<file path="src/edh_pkg.sv">
// Package of constants and types for the error flag and configuration block
package edh_pkg;

  // Register byte offsets
  localparam logic [7:0] OFS_CONFIG   = 8'h00;
  localparam logic [7:0] OFS_SENSE    = 8'h04;
  localparam logic [7:0] OFS_STATUS   = 8'h08;
  localparam logic [7:0] OFS_MASK     = 8'h0c;
  localparam logic [7:0] OFS_COUNTER  = 8'h10;
  localparam logic [7:0] OFS_FLAGS    = 8'h14;
  localparam logic [7:0] OFS_STANDARD = 8'h18;

  // Config field positions
  localparam int CFG_COMPOSITE  = 0;
  localparam int CFG_COMPONENT  = 1;
  localparam int CFG_FIELD_RATE = 2;
  localparam int CFG_OVERRIDE   = 3;
  localparam int CFG_SYNC_ID    = 4;
  localparam int CFG_CLEAR      = 5;
  localparam int CFG_CLR_READ   = 6;
  localparam int CFG_STICKY     = 7;
  localparam int CFG_FLAG_MASK  = 8;

  // Flag layout: ap/ff/anc x {edh,eda,idh,ida,ues}
  localparam int FLG_EDH = 0;
  localparam int FLG_EDA = 1;
  localparam int FLG_IDH = 2;
  localparam int FLG_IDA = 3;
  localparam int FLG_UES = 4;

  // Reset values and counter width
  localparam logic [8:0]  CONFIG_RST = 9'h000;
  localparam logic [14:0] SENSE_RST  = 15'h7fff;
  localparam logic [2:0]  MASK_RST   = 3'h0;
  localparam int          CNT_W      = 21;

  // Interrupt status bit positions
  localparam int IRQ_ERR_FIELD = 0;
  localparam int IRQ_NO_PACKET = 1;
  localparam int IRQ_CNT_WRAP  = 2;

  // Video standard codes
  typedef enum logic [1:0] {
    STD_525_COMPONENT = 2'b00,
    STD_625_COMPONENT = 2'b01,
    STD_525_COMPOSITE = 2'b10,
    STD_625_COMPOSITE = 2'b11
  } edh_std_type;

  // Five flags of one class
  typedef struct packed {
    logic ues;
    logic ida;
    logic idh;
    logic eda;
    logic edh;
  } edh_class_type;

  // Flags of one packet: anc, full field, active picture
  typedef struct packed {
    edh_class_type anc;
    edh_class_type ff;
    edh_class_type ap;
  } edh_flags_type;

  // Per-field report from the stream side
  typedef struct packed {
    logic          field_end;
    logic          packet_seen;
    logic          ap_crc_err;
    logic          ff_crc_err;
    logic          anc_err;
    edh_flags_type in_flags;
    logic          auto_625;
    logic          auto_composite;
  } edh_field_type;

  // AHB-Lite slave request
  typedef struct packed {
    logic        hsel;
    logic [1:0]  htrans;
    logic        hwrite;
    logic [2:0]  hsize;
    logic [31:0] haddr;
    logic        hready;
  } edh_ahb_req_type;

endpackage : edh_pkg

</file>
<file path="src/edh_recode.sv">
// Configuration registers, errored field counter and flag recoding
//
// Implementation choices: the register addresses and register access over AHB-Lite.
`timescale 1ns/1ps

// Operation
// - Override bit picks programmed standard, otherwise standard auto-detected.
// - Field rate bit: 1 gives 625/50, 0 gives 525/60.
// - Component rate bit: 1 gives 18 MHz, 0 gives 13.5 MHz luminance.
// - Composite bit: 1 gives four-times-subcarrier composite, 0 component.
// - Indication select adds sync identifiers to the ancillary indication.
// - Counter clear bit at one resets the errored field counter.
// - Clear-on-read bit clears counter after each counter read.
// - Power-up config zero except sensitivity bits which are one.
// - Standalone keeps defaults; straps 0,1 set indication select.
// - Interrupt drops once the status word (offset 0x08) is read.
// - Local transmission errors raise detected-here for picture or field.
// - Incoming internal-here becomes internal-already; already flags pass.
// - Incoming error-here becomes error-already downstream.
// - Missing packet: new packet generated with unknown status set.
// - Receive mode forwards flags; masking avoids false field errors.
// - Sticky mode holds each flag until read.
// - 21-bit counter increments per field with sensitive error.
module edh_recode
  import edh_pkg::*;
(
  input  wire logic                     hclk,
  input  wire logic                     hresetn,
  input  wire edh_pkg::edh_ahb_req_type ahb_req,
  input  wire logic [31:0]              hwdata,
  output logic [31:0]                   hrdata,
  output logic                          hreadyout,
  output logic                          hresp,
  input  wire logic                     address_strap_high,
  input  wire logic                     address_strap_low,
  input  wire edh_pkg::edh_field_type   field_in,
  input  wire logic                     anc_present,
  input  wire logic                     sync_id_present,
  output logic                          anc_indication,
  output edh_pkg::edh_flags_type        flags_out,
  output logic                          packet_generated,
  output logic [1:0]                    video_standard,
  output logic                          irq
);
  import edh_pkg::*;

  ////////////////////////////////////////////////////////////////////////////
  // State
  typedef struct packed {
    logic [1:0]    strap_s1;
    logic [1:0]    strap_s2;
    logic [1:0]    strap_fill;
    logic          strap_done;
    logic [8:0]    config_r;
    logic [14:0]   sense;
    logic [2:0]    irq_stat;
    logic [2:0]    irq_mask;
    logic [CNT_W-1:0] count;
    edh_flags_type held;
    edh_flags_type out_flags;
    logic          generated;
    logic          anc_ind;
    logic [1:0]    std;
    logic          dphase;
    logic          dwrite;
    logic [7:0]    daddr;
    logic [31:0]   rdata;
    logic          irq_o;
  } edh_state_type;

  edh_state_type state_reg;
  edh_state_type state_next;

  localparam edh_state_type STATE_RST = '{
    strap_s1: 2'h0, strap_s2: 2'h0, strap_fill: 2'h0, strap_done: 1'b0,
    config_r: CONFIG_RST, sense: SENSE_RST, irq_stat: 3'h0,
    irq_mask: MASK_RST, count: '0, held: '0, out_flags: '0,
    generated: 1'b0, anc_ind: 1'b0, std: 2'h0, dphase: 1'b0,
    dwrite: 1'b0, daddr: 8'h00, rdata: 32'h0000_0000, irq_o: 1'b0};

  // Recode one class of incoming flags
  function automatic edh_class_type recode(input edh_class_type f,
                                           input logic local_err);
    edh_class_type r;
    r.edh = local_err;
    r.eda = f.edh | f.eda;
    r.idh = 1'b0;
    r.ida = f.idh | f.ida;
    r.ues = f.ues;
    return r;
  endfunction : recode

  // Any set flag of a class that the sensitivity gates
  function automatic logic sensed(input edh_class_type f,
                                  input logic [4:0] s);
    return |(f & s);
  endfunction : sensed

  edh_flags_type rx;
  edh_flags_type fresh;
  logic          ahb_go;
  logic          field_err;
  logic          rd_counter;
  logic          rd_flags;
  logic          rd_status;
  logic          wr_config;
  logic [2:0]    irq_set;

  ////////////////////////////////////////////////////////////////////////////
  // Next state
  always_comb
  begin
    state_next = state_reg;
    rx         = field_in.packet_seen ? field_in.in_flags : '0;
    ahb_go     = ahb_req.hsel & ahb_req.hready & ahb_req.htrans[1];
    rd_counter = state_reg.dphase & ~state_reg.dwrite &
                 (state_reg.daddr == OFS_COUNTER);
    rd_flags   = state_reg.dphase & ~state_reg.dwrite &
                 (state_reg.daddr == OFS_FLAGS);
    rd_status  = state_reg.dphase & ~state_reg.dwrite &
                 (state_reg.daddr == OFS_STATUS);
    wr_config  = state_reg.dphase & state_reg.dwrite &
                 (state_reg.daddr == OFS_CONFIG);
    irq_set    = 3'h0;

    // Strap capture once the synchroniser has filled; only stage two is read
    state_next.strap_s1 = {address_strap_high, address_strap_low};
    state_next.strap_s2 = state_reg.strap_s1;
    if (!state_reg.strap_done)
      state_next.strap_fill = state_reg.strap_fill + 2'h1;
    state_next.strap_done = state_reg.strap_done | state_reg.strap_fill[1];
    if (state_reg.strap_fill[1] && !state_reg.strap_done &&
        state_reg.strap_s2 == 2'b01)
      state_next.config_r[CFG_SYNC_ID] = 1'b1;

    // Recoding of upstream flags
    fresh.ap  = recode(rx.ap, field_in.ap_crc_err);
    fresh.ff  = recode(rx.ff, field_in.ff_crc_err &
                       ~state_reg.config_r[CFG_FLAG_MASK]);
    fresh.anc = recode(rx.anc, field_in.anc_err);
    if (!field_in.packet_seen)
    begin
      fresh.ap.ues  = 1'b1;
      fresh.ff.ues  = 1'b1;
      fresh.anc.ues = 1'b1;
    end

    // Field error against sensitivity
    field_err = sensed(fresh.anc, state_reg.sense[4:0]) |
                sensed(fresh.ap, state_reg.sense[9:5]) |
                sensed(fresh.ff, state_reg.sense[14:10]);

    if (field_in.field_end)
    begin
      state_next.out_flags = fresh;
      state_next.generated = ~field_in.packet_seen;
      if (field_err)
        irq_set[IRQ_ERR_FIELD] = 1'b1;
      if (!field_in.packet_seen)
        irq_set[IRQ_NO_PACKET] = 1'b1;
    end

    // Sticky flag holding
    if (rd_flags)
      state_next.held = '0;
    if (field_in.field_end)
      state_next.held = (state_reg.config_r[CFG_STICKY] && !rd_flags)
                      ? (state_reg.held | fresh) : fresh;

    // Errored field counter
    if (field_in.field_end && field_err)
    begin
      state_next.count = state_reg.count + 1'b1;
      if (&state_reg.count)
        irq_set[IRQ_CNT_WRAP] = 1'b1;
    end
    if (rd_counter && state_reg.config_r[CFG_CLR_READ])
      state_next.count = '0;
    if (state_reg.config_r[CFG_CLEAR])
      state_next.count = '0;

    // Standard selection
    if (state_reg.config_r[CFG_OVERRIDE])
      state_next.std = {state_reg.config_r[CFG_COMPOSITE],
                        state_reg.config_r[CFG_FIELD_RATE]};
    else
      state_next.std = {field_in.auto_composite, field_in.auto_625};

    // Ancillary indication output
    state_next.anc_ind = anc_present |
      (state_reg.config_r[CFG_SYNC_ID] & sync_id_present);

    // Bus data phase
    state_next.dphase = ahb_go;
    if (ahb_go)
    begin
      state_next.dwrite = ahb_req.hwrite;
      state_next.daddr  = ahb_req.haddr[7:0];
    end
    state_next.rdata = 32'h0000_0000;
    if (ahb_go && !ahb_req.hwrite)
    begin
      case (ahb_req.haddr[7:0])
        OFS_CONFIG:   state_next.rdata = {23'h0, state_reg.config_r};
        OFS_SENSE:    state_next.rdata = {17'h0, state_reg.sense};
        OFS_STATUS:   state_next.rdata = {29'h0, state_reg.irq_stat};
        OFS_MASK:     state_next.rdata = {29'h0, state_reg.irq_mask};
        OFS_COUNTER:  state_next.rdata = {11'h0, state_reg.count};
        OFS_FLAGS:    state_next.rdata = {17'h0, state_reg.held};
        OFS_STANDARD: state_next.rdata = {29'h0,
                        state_reg.config_r[CFG_COMPONENT], state_reg.std};
        default:      state_next.rdata = 32'h0000_0000;
      endcase
    end
    // Status read clears; new events win over the clear
    if (rd_status)
      state_next.irq_stat = irq_set;
    else
      state_next.irq_stat = state_reg.irq_stat | irq_set;
    if (state_reg.dphase && state_reg.dwrite)
    begin
      case (state_reg.daddr)
        OFS_CONFIG: state_next.config_r = hwdata[8:0];
        OFS_SENSE:  state_next.sense    = hwdata[14:0];
        OFS_MASK:   state_next.irq_mask = hwdata[2:0];
        default:    state_next.sense    = state_next.sense;
      endcase
    end
    state_next.irq_o = |(state_next.irq_stat & state_next.irq_mask);
  end

  ////////////////////////////////////////////////////////////////////////////
  // State register
  always_ff @(posedge hclk or negedge hresetn)
  begin
    if (!hresetn)
      state_reg <= STATE_RST;
    else
      state_reg <= state_next;
  end

  ////////////////////////////////////////////////////////////////////////////
  // Outputs
  assign hrdata           = state_reg.rdata;
  assign hreadyout        = 1'b1;
  assign hresp            = 1'b0;
  assign anc_indication   = state_reg.anc_ind;
  assign flags_out        = state_reg.out_flags;
  assign packet_generated = state_reg.generated;
  assign video_standard   = state_reg.std;
  assign irq              = state_reg.irq_o;
endmodule : edh_recode

</file>
<file path="config.mk">
export PLATFORM = sky130hd
export DESIGN_NAME = edh_recode
export DESIGN_NICKNAME = d
export VERILOG_FILES = /design/src/edh_pkg.sv /design/src/edh_recode.sv
export SDC_FILE = /design/constraint.sdc
export NUM_CORES = 1
export LEC_CHECK = 0
export BUFFER_PORTS_ARGS = -buffer_cell sky130_fd_sc_hd__buf_2
export CORE_MARGIN = 2
export CORE_UTILIZATION = 35
export DETAILED_ROUTE_END_ITERATION = 7
export PLACE_DENSITY = 0.63
export SLEW_MARGIN = 15
export SYNTH_ARGS = -nofsm -noshare
export SYNTH_HDL_FRONTEND = slang
export SYNTH_SLANG_ARGS = --single-unit
</file>
<file path="constraint.sdc">
create_clock -name hclk -period 5.2 [get_ports hclk]
set_input_delay 0.26 -clock hclk [delete_from_list [all_inputs] [get_ports hclk]]
set_output_delay 0.26 -clock hclk [all_outputs]
set_load 0.005 [all_outputs]
</file>
**After elaboration in Yosys (flattened, before gate mapping)**

Index checks and enable logic that the tools add are counted.
W data, S select, Z words.

- Bits in registers: 132
- Latch bits: 0
- Memories: 0
- Logic and storage cells: 132
- Input bits: 100
- Output and inout bits: 54
- Bits in writable memories: 0
- ROM bits: 0

- Div/mod/pow operators: 0
- $lt $le $gt $ge: 0
- Shift-type cells: 0
- Reduce and logical (&&, ||, !) cells: 21
- Muxes and demuxes: 25
- Multipliers: 0
- Equality and inequality tests: 12
- Add/subtract/negate cells: 2
- Bitwise gates (word level): 27

Operator list:

| operator | count |
|---|---|
| $pmux W21 S7 | 1 |
| $mux W21 | 4 |
| $mux W15 | 5 |
| $eq A8 B5 Y1 const B | 5 |
| $eq A8 B4 Y1 const B | 4 |
| $add A21 B1 Y21 const B | 1 |
| $reduce_and A21 Y1 | 1 |
| $mux W20 | 1 |
| $eq A8 B3 Y1 const B | 2 |
| $logic_not A8 Y1 | 2 |
| $and A5 B5 Y5 | 3 |
| $or A15 B15 Y15 | 1 |
| $reduce_or A5 Y1 | 3 |
| $or A1 B1 Y1 | 10 |
| $mux W3 | 3 |
| $and A1 B1 Y1 | 8 |
| $mux W1 | 8 |
| $logic_and A1 B1 Y1 | 7 |
| $mux W5 | 1 |
| $mux W2 | 2 |
| $reduce_and A2 Y1 | 2 |
| $and A3 B3 Y3 | 1 |
| $logic_not A1 Y1 | 3 |
| $not A1 Y1 | 3 |
| 6 further kinds | 6 |

**Depth between registers and ports, before layout**

Gate-level depths: netlist of the first run.

- Depth in word-level cells: 12
- Depth in mapped cells: 8
- Depth with buffers taken out: 6

**Worst setup path before layout of the first run**

OpenSTA, ideal clock, no wires.

- Path kind: reg-to-reg
- Start point: register state_reg[83] (netlist bit)
- End point: register state_reg[96] (netlist bit)
- Setup time: 74 ps
- Slack: 3359 ps
- Clock period less this slack: 1841 ps
- Required time: 5126 ps
- Arrival time: 1767 ps
- Buffers on the path: 0
- Stages on the path, launching flop included: 6
- Path through: dfrtp_1 > and3_4 > nand3_2 > or4_4 > or4b_4 > o21ai_2

- Longest elaborated chain between the ends: 4

RTL lines:

| element | RTL line | text |
|---|---|---|
| start: declaration | edh_recode.sv:71 | `edh_state_type state_reg;` |
| start signal: assignment | edh_recode.sv:239 | `state_reg <= state_next;` |
| $add A21 B1 Y21 | edh_recode.sv:173 | `state_next.count = state_reg.count + 1'b1;` |
| $mux W21 | edh_recode.sv:171 | `if (field_in.field_end && field_err)` |
| $mux W21 | edh_recode.sv:177 | `if (rd_counter && state_reg.config_r[CFG_CLR_READ])` |
| $mux W21 | edh_recode.sv:179 | `if (state_reg.config_r[CFG_CLEAR])` |

No other way between the ends. The select of a mux whose other input is x is not followed.
A chain may end at the register's enable or synchronous reset.

**Worst setup path in the final report of the first run**

- Start point: register state_reg[38] (netlist bit)
- End point: register state_reg[116] (netlist bit)

- Longest elaborated chain between the ends: 2

RTL lines:

| element | RTL line | text |
|---|---|---|
| $eq A8 B3 Y1 | edh_recode.sv:222 | `case (state_reg.daddr)` |
| $reduce_and A2 Y1 (no source line) | n/a |  |

No other way between the ends.

==> results of run 1 <==
through the flow:
stage,hold slack [ns],std cells,util (%),area [um2]
floorplan,-0.0356,504,-,5590
global placement,0.332,738,38.3,5870
detailed placement,0.336,738,38.3,5870
CTS,0.00759,773,42.8,6560
global route,0.0130,773,42.9,6560
finish,0.0271,773,42.9,6560
layout make-up:
cell class	count	area, um2	area share [%]
flip-flops and latches	118	2970	45.3
multi-input cells	305	2130	32.4
inverters	10	37.5	0.572
repair buffers	97	508	7.74
well taps	211	264	4.02
clock inverters	12	200	3.05
clock buffers	20	457	6.96
timing repair:
action,CTS,global route
hold buffers,3,0
hold endpoints to repair,63,0
buffers inserted,0,0
power groups by stage:
stage | Combinational [uW] | Clock [uW] | Sequential (uW)
after floorplan | 244 | 0 | 1120
after global placement | 290 | 0 | 1160
after detailed placement | 304 | 0 | 1170
after CTS | 309 | 1310 | 1150
after global routing | 349 | 1350 | 1170
final | 307 | 1290 | 1160
kinds of logic (layout without fill, tap and decap cells):
group | after synthesis | count (layout) | synth area share, %
and+or+nand+nor | 134 | 134 | 12.3
DFF | 118 | 118 | 53.6
AOI/OAI and AO/OA | 95 | 95 | 13.3
buffers and inverters | 81 | 139 | 9.10
muxes | 46 | 46 | 9.21
xor gates and xnor gates | 13 | 13 | 2.06
other | 2 | 16 | 0.136
adders and majority gates | 1 | 1 | 0.226
layout by cell type, fill, tap and decap left out, types with 3 or more instances in the layout:
cell,netlist,routed
a211oi_1,7,7
a21oi_1,13,13
a222oi_1,8,8
a22o_1,7,7
a22oi_1,18,18
a31o_2,4,4
a31oi_1,6,6
a41o_1,3,3
and3_1,10,10
buf_2,4,91
buf_4,52,3
bufinv_16,0,5
clkbuf_16,0,17
clkinvlp_4,0,6
conb_1,2,16
dfrtp_1,103,103
dfstp_2,15,15
dlygate4sd3_1,0,3
inv_1,10,10
mux2_2,40,40
mux2i_1,6,6
nand2_1,32,32
nand2b_1,8,8
nand3_1,11,11
nand4_1,6,6
nor2_1,45,44
nor2b_1,3,3
nor3_1,3,3
o211ai_1,3,3
o21ai_0,8,8
o2bb2ai_1,6,6
xnor2_1,13,13
cells in the mapped netlist, drive strengths merged (2+ instances only):
library cell | count | area share, %
mux2i | 6 | 1.1
o21ai | 9 | 0.88
nand3b | 2 | 0.27
nand2b | 8 | 0.90
or4 | 2 | 0.34
conb | 2 | 0.14
a21oi | 14 | 1.3
xnor2 | 13 | 2.1
dfstp | 15 | 7.1
a211oi | 8 | 1.2
o2bb2ai | 6 | 0.95
nand4 | 6 | 0.68
nand3 | 12 | 1.2
a41o | 3 | 0.54
buf | 57 | 7.5
nor3b | 2 | 0.27
dfrtp | 103 | 47
o211ai | 3 | 0.41
and3 | 11 | 1.3
inv | 10 | 0.68
mux2 | 40 | 8.1
clkbuf | 14 | 0.95
nor2 | 45 | 3.0
nand2 | 32 | 2.2
nor3 | 5 | 0.63
a22oi | 18 | 2.4
a22o | 7 | 1.1
a31o | 4 | 0.63
a31oi | 6 | 0.68
o22ai | 2 | 0.23
a222oi | 8 | 1.4
nor2b | 3 | 0.34
a2111oi | 3 | 0.95
nand4b | 2 | 0.32
path summary, 6_finish.rpt:
| kind | endpoint | slack (ns) | cells after the start |
|---|---|---|---|
| min | anc_indication | 0.03 | 2 |
| min reg2reg | state_reg[131] | 0.35 | 0 |
| max in group asynchronous | state_reg[87] | 3.49 | 3 |
| max reg2reg | state_reg[116] | 2.73 | 3 |
| max | state_reg[116] | 2.73 | 3 |
| min in group asynchronous | state_reg[129] | 0.48 | 2 |
metal layers:
metal  track usage (%)  vias to the layer above  wire (um)
met1              22.1                     2026       5880
met4              7.84                        0        372
met2              26.8                      149       6370
met3              3.98                       31        778
li1                  -                     1814          -
met5                 0                        -          0
==> reports/metrics.cfg, run 1 <==
[clock_network]
clock_sinks = 118
htreeDepth = 4
clk_latency_ns = 0.41
clk_path_buf_depth = 2
numCtsBuffers = 17
root_buffer = clkbuf_16
cts_tree = yes
ctsResizeCount = 0
path_clk_slew_ns = 0.05

[timing]
fin_crit_sh_pct = 47.5
tns_ns = 0
skew_ns = 0.00711
max_freq_mhz = 405
fin_ws_ns = 2.73
slew_viol_final = 0
setup_viol = 0
min_period_ns = 2.47
rsz0062_at_grt = false
relSlewSlack_pct = 30.9
worst_pin_slew_ns = 1.03
finalHoldViolations = 0

[global_route]
overflow = 0
grt_pass1_vias = 4121
grt_max_degree = 65
antenna_found_initial = 0
grtUsageTotal_pct = 16.9
grt_first_pass_wirelength_mm = 21.6

[routing]
drc_errors = 0
drtAntennaViolNets = 0
initialDrtViolationCount = 282
finalWirelength_mm = 13.4
vias = 4020
first_pass_iters = 6
via_per_inst = 5.20
wl_per_cell_um = 17.3

[finish]
drive_gt1_share_pct = 35.4
diodes = 0
nets = 650
area_delta_synth_final_pct = 18.5
nFillCells = 1465
largest_register_ffs = 78

[power_and_ir_drop]
ir_drop_mv = 0.182
switching_share_pct = 25.3
intPower_uw = 2050
p_sw_uw = 694
power.share.combinational_pct = 11.2
power.leakage_uw = 0.00294
seqPwrFrac_pct = 42.1
power_density_nw_per_um2 = 419
p_clk_share_pct = 46.8
total_power_uw = 2750

[setup_path]
crit_chain = nor4b_2 -> nand4_1 -> mux2_2
critical_path_class = flop to flop
cp-end-kind = flop
slowest_stage = nand4_1
setup.worst_path.start = state_reg[38]
path_max_fanout = 15
cp.buffers_inverters = 0
slowest_delay_ns = 0.91
crit-reg2reg-launch = state_reg[38]
start_kind = flop
critical-path-top-delay-family = simple AND/OR/NAND/NOR gates
critPathArrivalTime_ns = 2.81
required_ns = 5.54

[place]
hpwlAfterDp_mm = 9.63
place.gp.congestion = 0.855
post-place-ws_ns = 2.58
portBuffers = 92

[die]
start_util_pct = 36.2
die_height_um = 130
die_area_um2 = 16900
rows = 45
dieWidth_um = 130
core_um2 = 15300
io_pins = 154

[status]
status = complete, no violations

[synth]
yosysWarnings = 0
ys_async_sr_fraction_pct = 100
ys_seq_area_share_pct = 53.6
synth-edff-count = 0
synth_cell_type_count = 54
syn_area_um2 = 5540
synthFlopType = dfrtp_1
ys_ff_latch = 118
synthCells = 490
syn_avg_cell_area_um2 = 11.3

[hold_path]
min_path_type = primary input to flop
hp-start = anc_present

[run]
drv_cap = 0

Note: power is estimated with default switching activity, not from simulation.
==> run 2: changes to the inputs <==
--- a/config.mk
+++ b/config.mk
@@ -9,7 +9,7 @@
 export CORE_MARGIN = 2
 export CORE_UTILIZATION = 35
 export DETAILED_ROUTE_END_ITERATION = 7
-export PLACE_DENSITY = 0.63
+export PLACE_DENSITY = 0.65
 export SLEW_MARGIN = 15
 export SYNTH_ARGS = -nofsm -noshare
 export SYNTH_HDL_FRONTEND = slang
==> constraint.sdc (replaced) <==
create_clock -name hclk -period 2.15 [get_ports hclk]
set_input_delay 0.1075 -clock hclk [delete_from_list [all_inputs] [get_ports hclk]]
set_output_delay 0.1075 -clock hclk [all_outputs]
set_load 0.005 [all_outputs]
==> reports/metrics.cfg, run 2 (synthesized netlist as in run 1, its figures left out) <==
[routing]
drc_errors = 0  ; unchanged
drtAntennaViolNets = 0  ; unchanged
first_pass_iters = 6  ; unchanged
initialDrtViolationCount = 303  ; was 282
vias = 4226  ; was 4020
via_per_inst = 5.06  ; was 5.20
finalWirelength_mm = 14.2  ; was 13.4 mm
wl_per_cell_um = 17.0  ; was 17.3 um

[clock_network]
clock_sinks = 118  ; unchanged
clk_path_buf_depth = 2  ; unchanged
numCtsBuffers = 17  ; unchanged
root_buffer = clkbuf_16  ; unchanged
path_clk_slew_ns = 0.06  ; was 0.05 ns
cts_tree = yes  ; unchanged
cts_setup_buffers = 0  ; unchanged
htreeDepth = 4  ; unchanged
clk_latency_ns = 0.43  ; was 0.41 ns

[timing]
worst_pin_slew_ns = 0.687  ; was 1.03 ns
fin_crit_sh_pct = 95.4  ; was 47.5%
rsz0062_at_grt = false  ; unchanged
finalHoldViolations = 0  ; unchanged
fin_ws_ns = 0.0982  ; was 2.73 ns
relSlewSlack_pct = 54.1  ; was 30.9%
tns_ns = 0  ; unchanged
max_freq_mhz = 487  ; was 405 MHz
skew_ns = 0.0121  ; was 0.00711 ns
slew_viol_final = 0  ; unchanged
min_period_ns = 2.05  ; was 2.47 ns
setup_viol = 0  ; unchanged

[setup_path]
reg2reg_depth = 6  ; was 3
crit_end = irq  ; was state_reg[116]
rrSetupSlack_ns = 0.1  ; was 2.73 ns
cp.buffers_inverters = 0  ; unchanged
crit_chain = and3_4 -> nand3_2 -> or4_4 -> a2111oi_4 -> nand3_1 -> o211ai_1  ; was nor4b_2 -> nand4_1 -> mux2_2
path_depth = 6  ; was 3
critical_path_class = flop to flop  ; unchanged
required_ns = 2.47  ; was 5.54 ns
critPathArrivalTime_ns = 2.37  ; was 2.81 ns
timing.rr.end = irq  ; was state_reg[116]
crit-reg2reg-launch = state_reg[84]  ; was state_reg[38]
critical-path-top-delay-family = simple AND/OR/NAND/NOR gates  ; unchanged
slowest_delay_ns = 0.53  ; was 0.91 ns
path_max_fanout = 4  ; was 15
setup.worst_path.start = state_reg[84]  ; was state_reg[38]
slowest_stage = or4_4  ; was nand4_1
start_kind = flop  ; unchanged
cp-end-kind = flop  ; unchanged

[die]
rows = 45  ; unchanged
start_util_pct = 36.2  ; unchanged
dieWidth_um = 130  ; unchanged
die_area_um2 = 16900  ; unchanged
core_um2 = 15300  ; unchanged
io_pins = 154  ; unchanged
die_height_um = 130  ; unchanged

[finish]
nets = 712  ; was 650
stdcell_area_um2 = 7150  ; was 6560 um2
final_cell_mix = dfrtp_1 (103), buf_2 (91), nor2_1 (45), mux2_2 (40), dlygate4sd3_1 (39)  ; was dfrtp_1 (103), buf_2 (91), nor2_1 (44), mux2_2 (40), nand2_1 (32)
final_common_cell = dfrtp_1  ; unchanged
largest_register_ffs = 78  ; unchanged
ff_latch_area_um2 = 2970  ; unchanged
area_delta_synth_final_pct = 29.0  ; was 18.5%
diodes = 0  ; unchanged
stdcell_count = 835  ; was 773
nFillCells = 1430  ; was 1465
drive_gt1_share_pct = 35.7  ; was 35.4%
multi_input_area_um2 = 2130  ; about the same

[power_and_ir_drop]
ir_drop_mv = 0.518  ; was 0.182 mV
power_density_nw_per_um2 = 956  ; was 419 nW/um2
power.leakage_uw = 0.00325  ; was 0.00294 uW

[place]
post-place-ws_ns = 0.0353  ; was 2.58 ns
dp_cells = 764  ; was 738
portBuffers = 92  ; unchanged
hpwlAfterDp_mm = 10.1  ; was 9.63 mm
placed_cell_area_um2 = 6080  ; was 5870 um2
place.gp.congestion = 0.864  ; was 0.855

[global_route]
grt_first_pass_wirelength_mm = 22.7  ; was 21.6 mm
grt_pass1_vias = 4376  ; was 4121
grtUsageTotal_pct = 17.8  ; was 16.9%
antenna_found_initial = 0  ; unchanged
overflow = 0  ; unchanged
grt_max_degree = 57  ; was 65

[run]
drv_cap = 0  ; unchanged

[hold_path]
min_path_type = primary input to flop  ; unchanged

[status]
status = complete, no violations  ; unchanged

[run 2: layout make-up]
type / count / share of cell area [%]
multi-input cells: 305 / 29.8
inverters: 10 / 0.525
well taps: 211 / 3.69
repair buffers: 159 / 15.1
clock buffers: 24 / 7.02
flip-flops and latches: 118 / 41.6
clock inverters: 8 / 2.35
[run 2: power by group]
group,internal (uW),switching [uW]
clock network,2200,972
logic,444,431
registers,2500,283
[run 2: worst min-delay path by stage]
stage           startpoint        endpoint  slack, ns  cells past startpoint
5_1_grt         ahb_req[5]   state_reg[37]       0.02                      2
6_report       field_in[5]   state_reg[65]       0.02                      3
2_1_floorplan      hresetn  anc_indication      -0.19                      0
3_5_place_dp       hresetn  state_reg[128]       0.14                      1
4_1_cts        field_in[9]    flags_out[8]      0.002                      3
3_3_place_gp       hresetn  state_reg[129]       0.13                      1
[run 2: metal layers]
layer  GRT usage (%)  part of all wire [%]  vias up
li1                -                     -     1937
met5               0                     0        -
met3            3.94                   5.7       30
met1            22.5                    42     2112
met2            28.6                    49      147
met4            9.30                   3.1        0
[run 2: what timing repair did]
item	4_1_cts	5_1_grt
hold buffers	39	0
endpoints found under the hold margin	85	0
resized for setup	0	2
setup endpoints to repair	0	13
[run 2: tightest hold or removal path: cells and delay by family]
family                 cells  cell delay [ns]
AO/OA/AOI/OAI              1             0.16
AND/OR/NAND/NOR            1             0.06
buffers and inverters      1             0.08
[run 2: stage by stage]
step / power [uW] / utilization (%) / hold slack [ns]
5_1_grt: 7140 / 46.7 / 0.0208
3_5_place_dp: 3620 / 39.7 / 0.141
3_3_place_gp: 3570 / 39.7 / 0.126
4_1_cts: 6880 / 46.6 / 0.00226
6_report: 6830 / 46.7 / 0.0204
2_1_floorplan: 3290 / - / -0.188
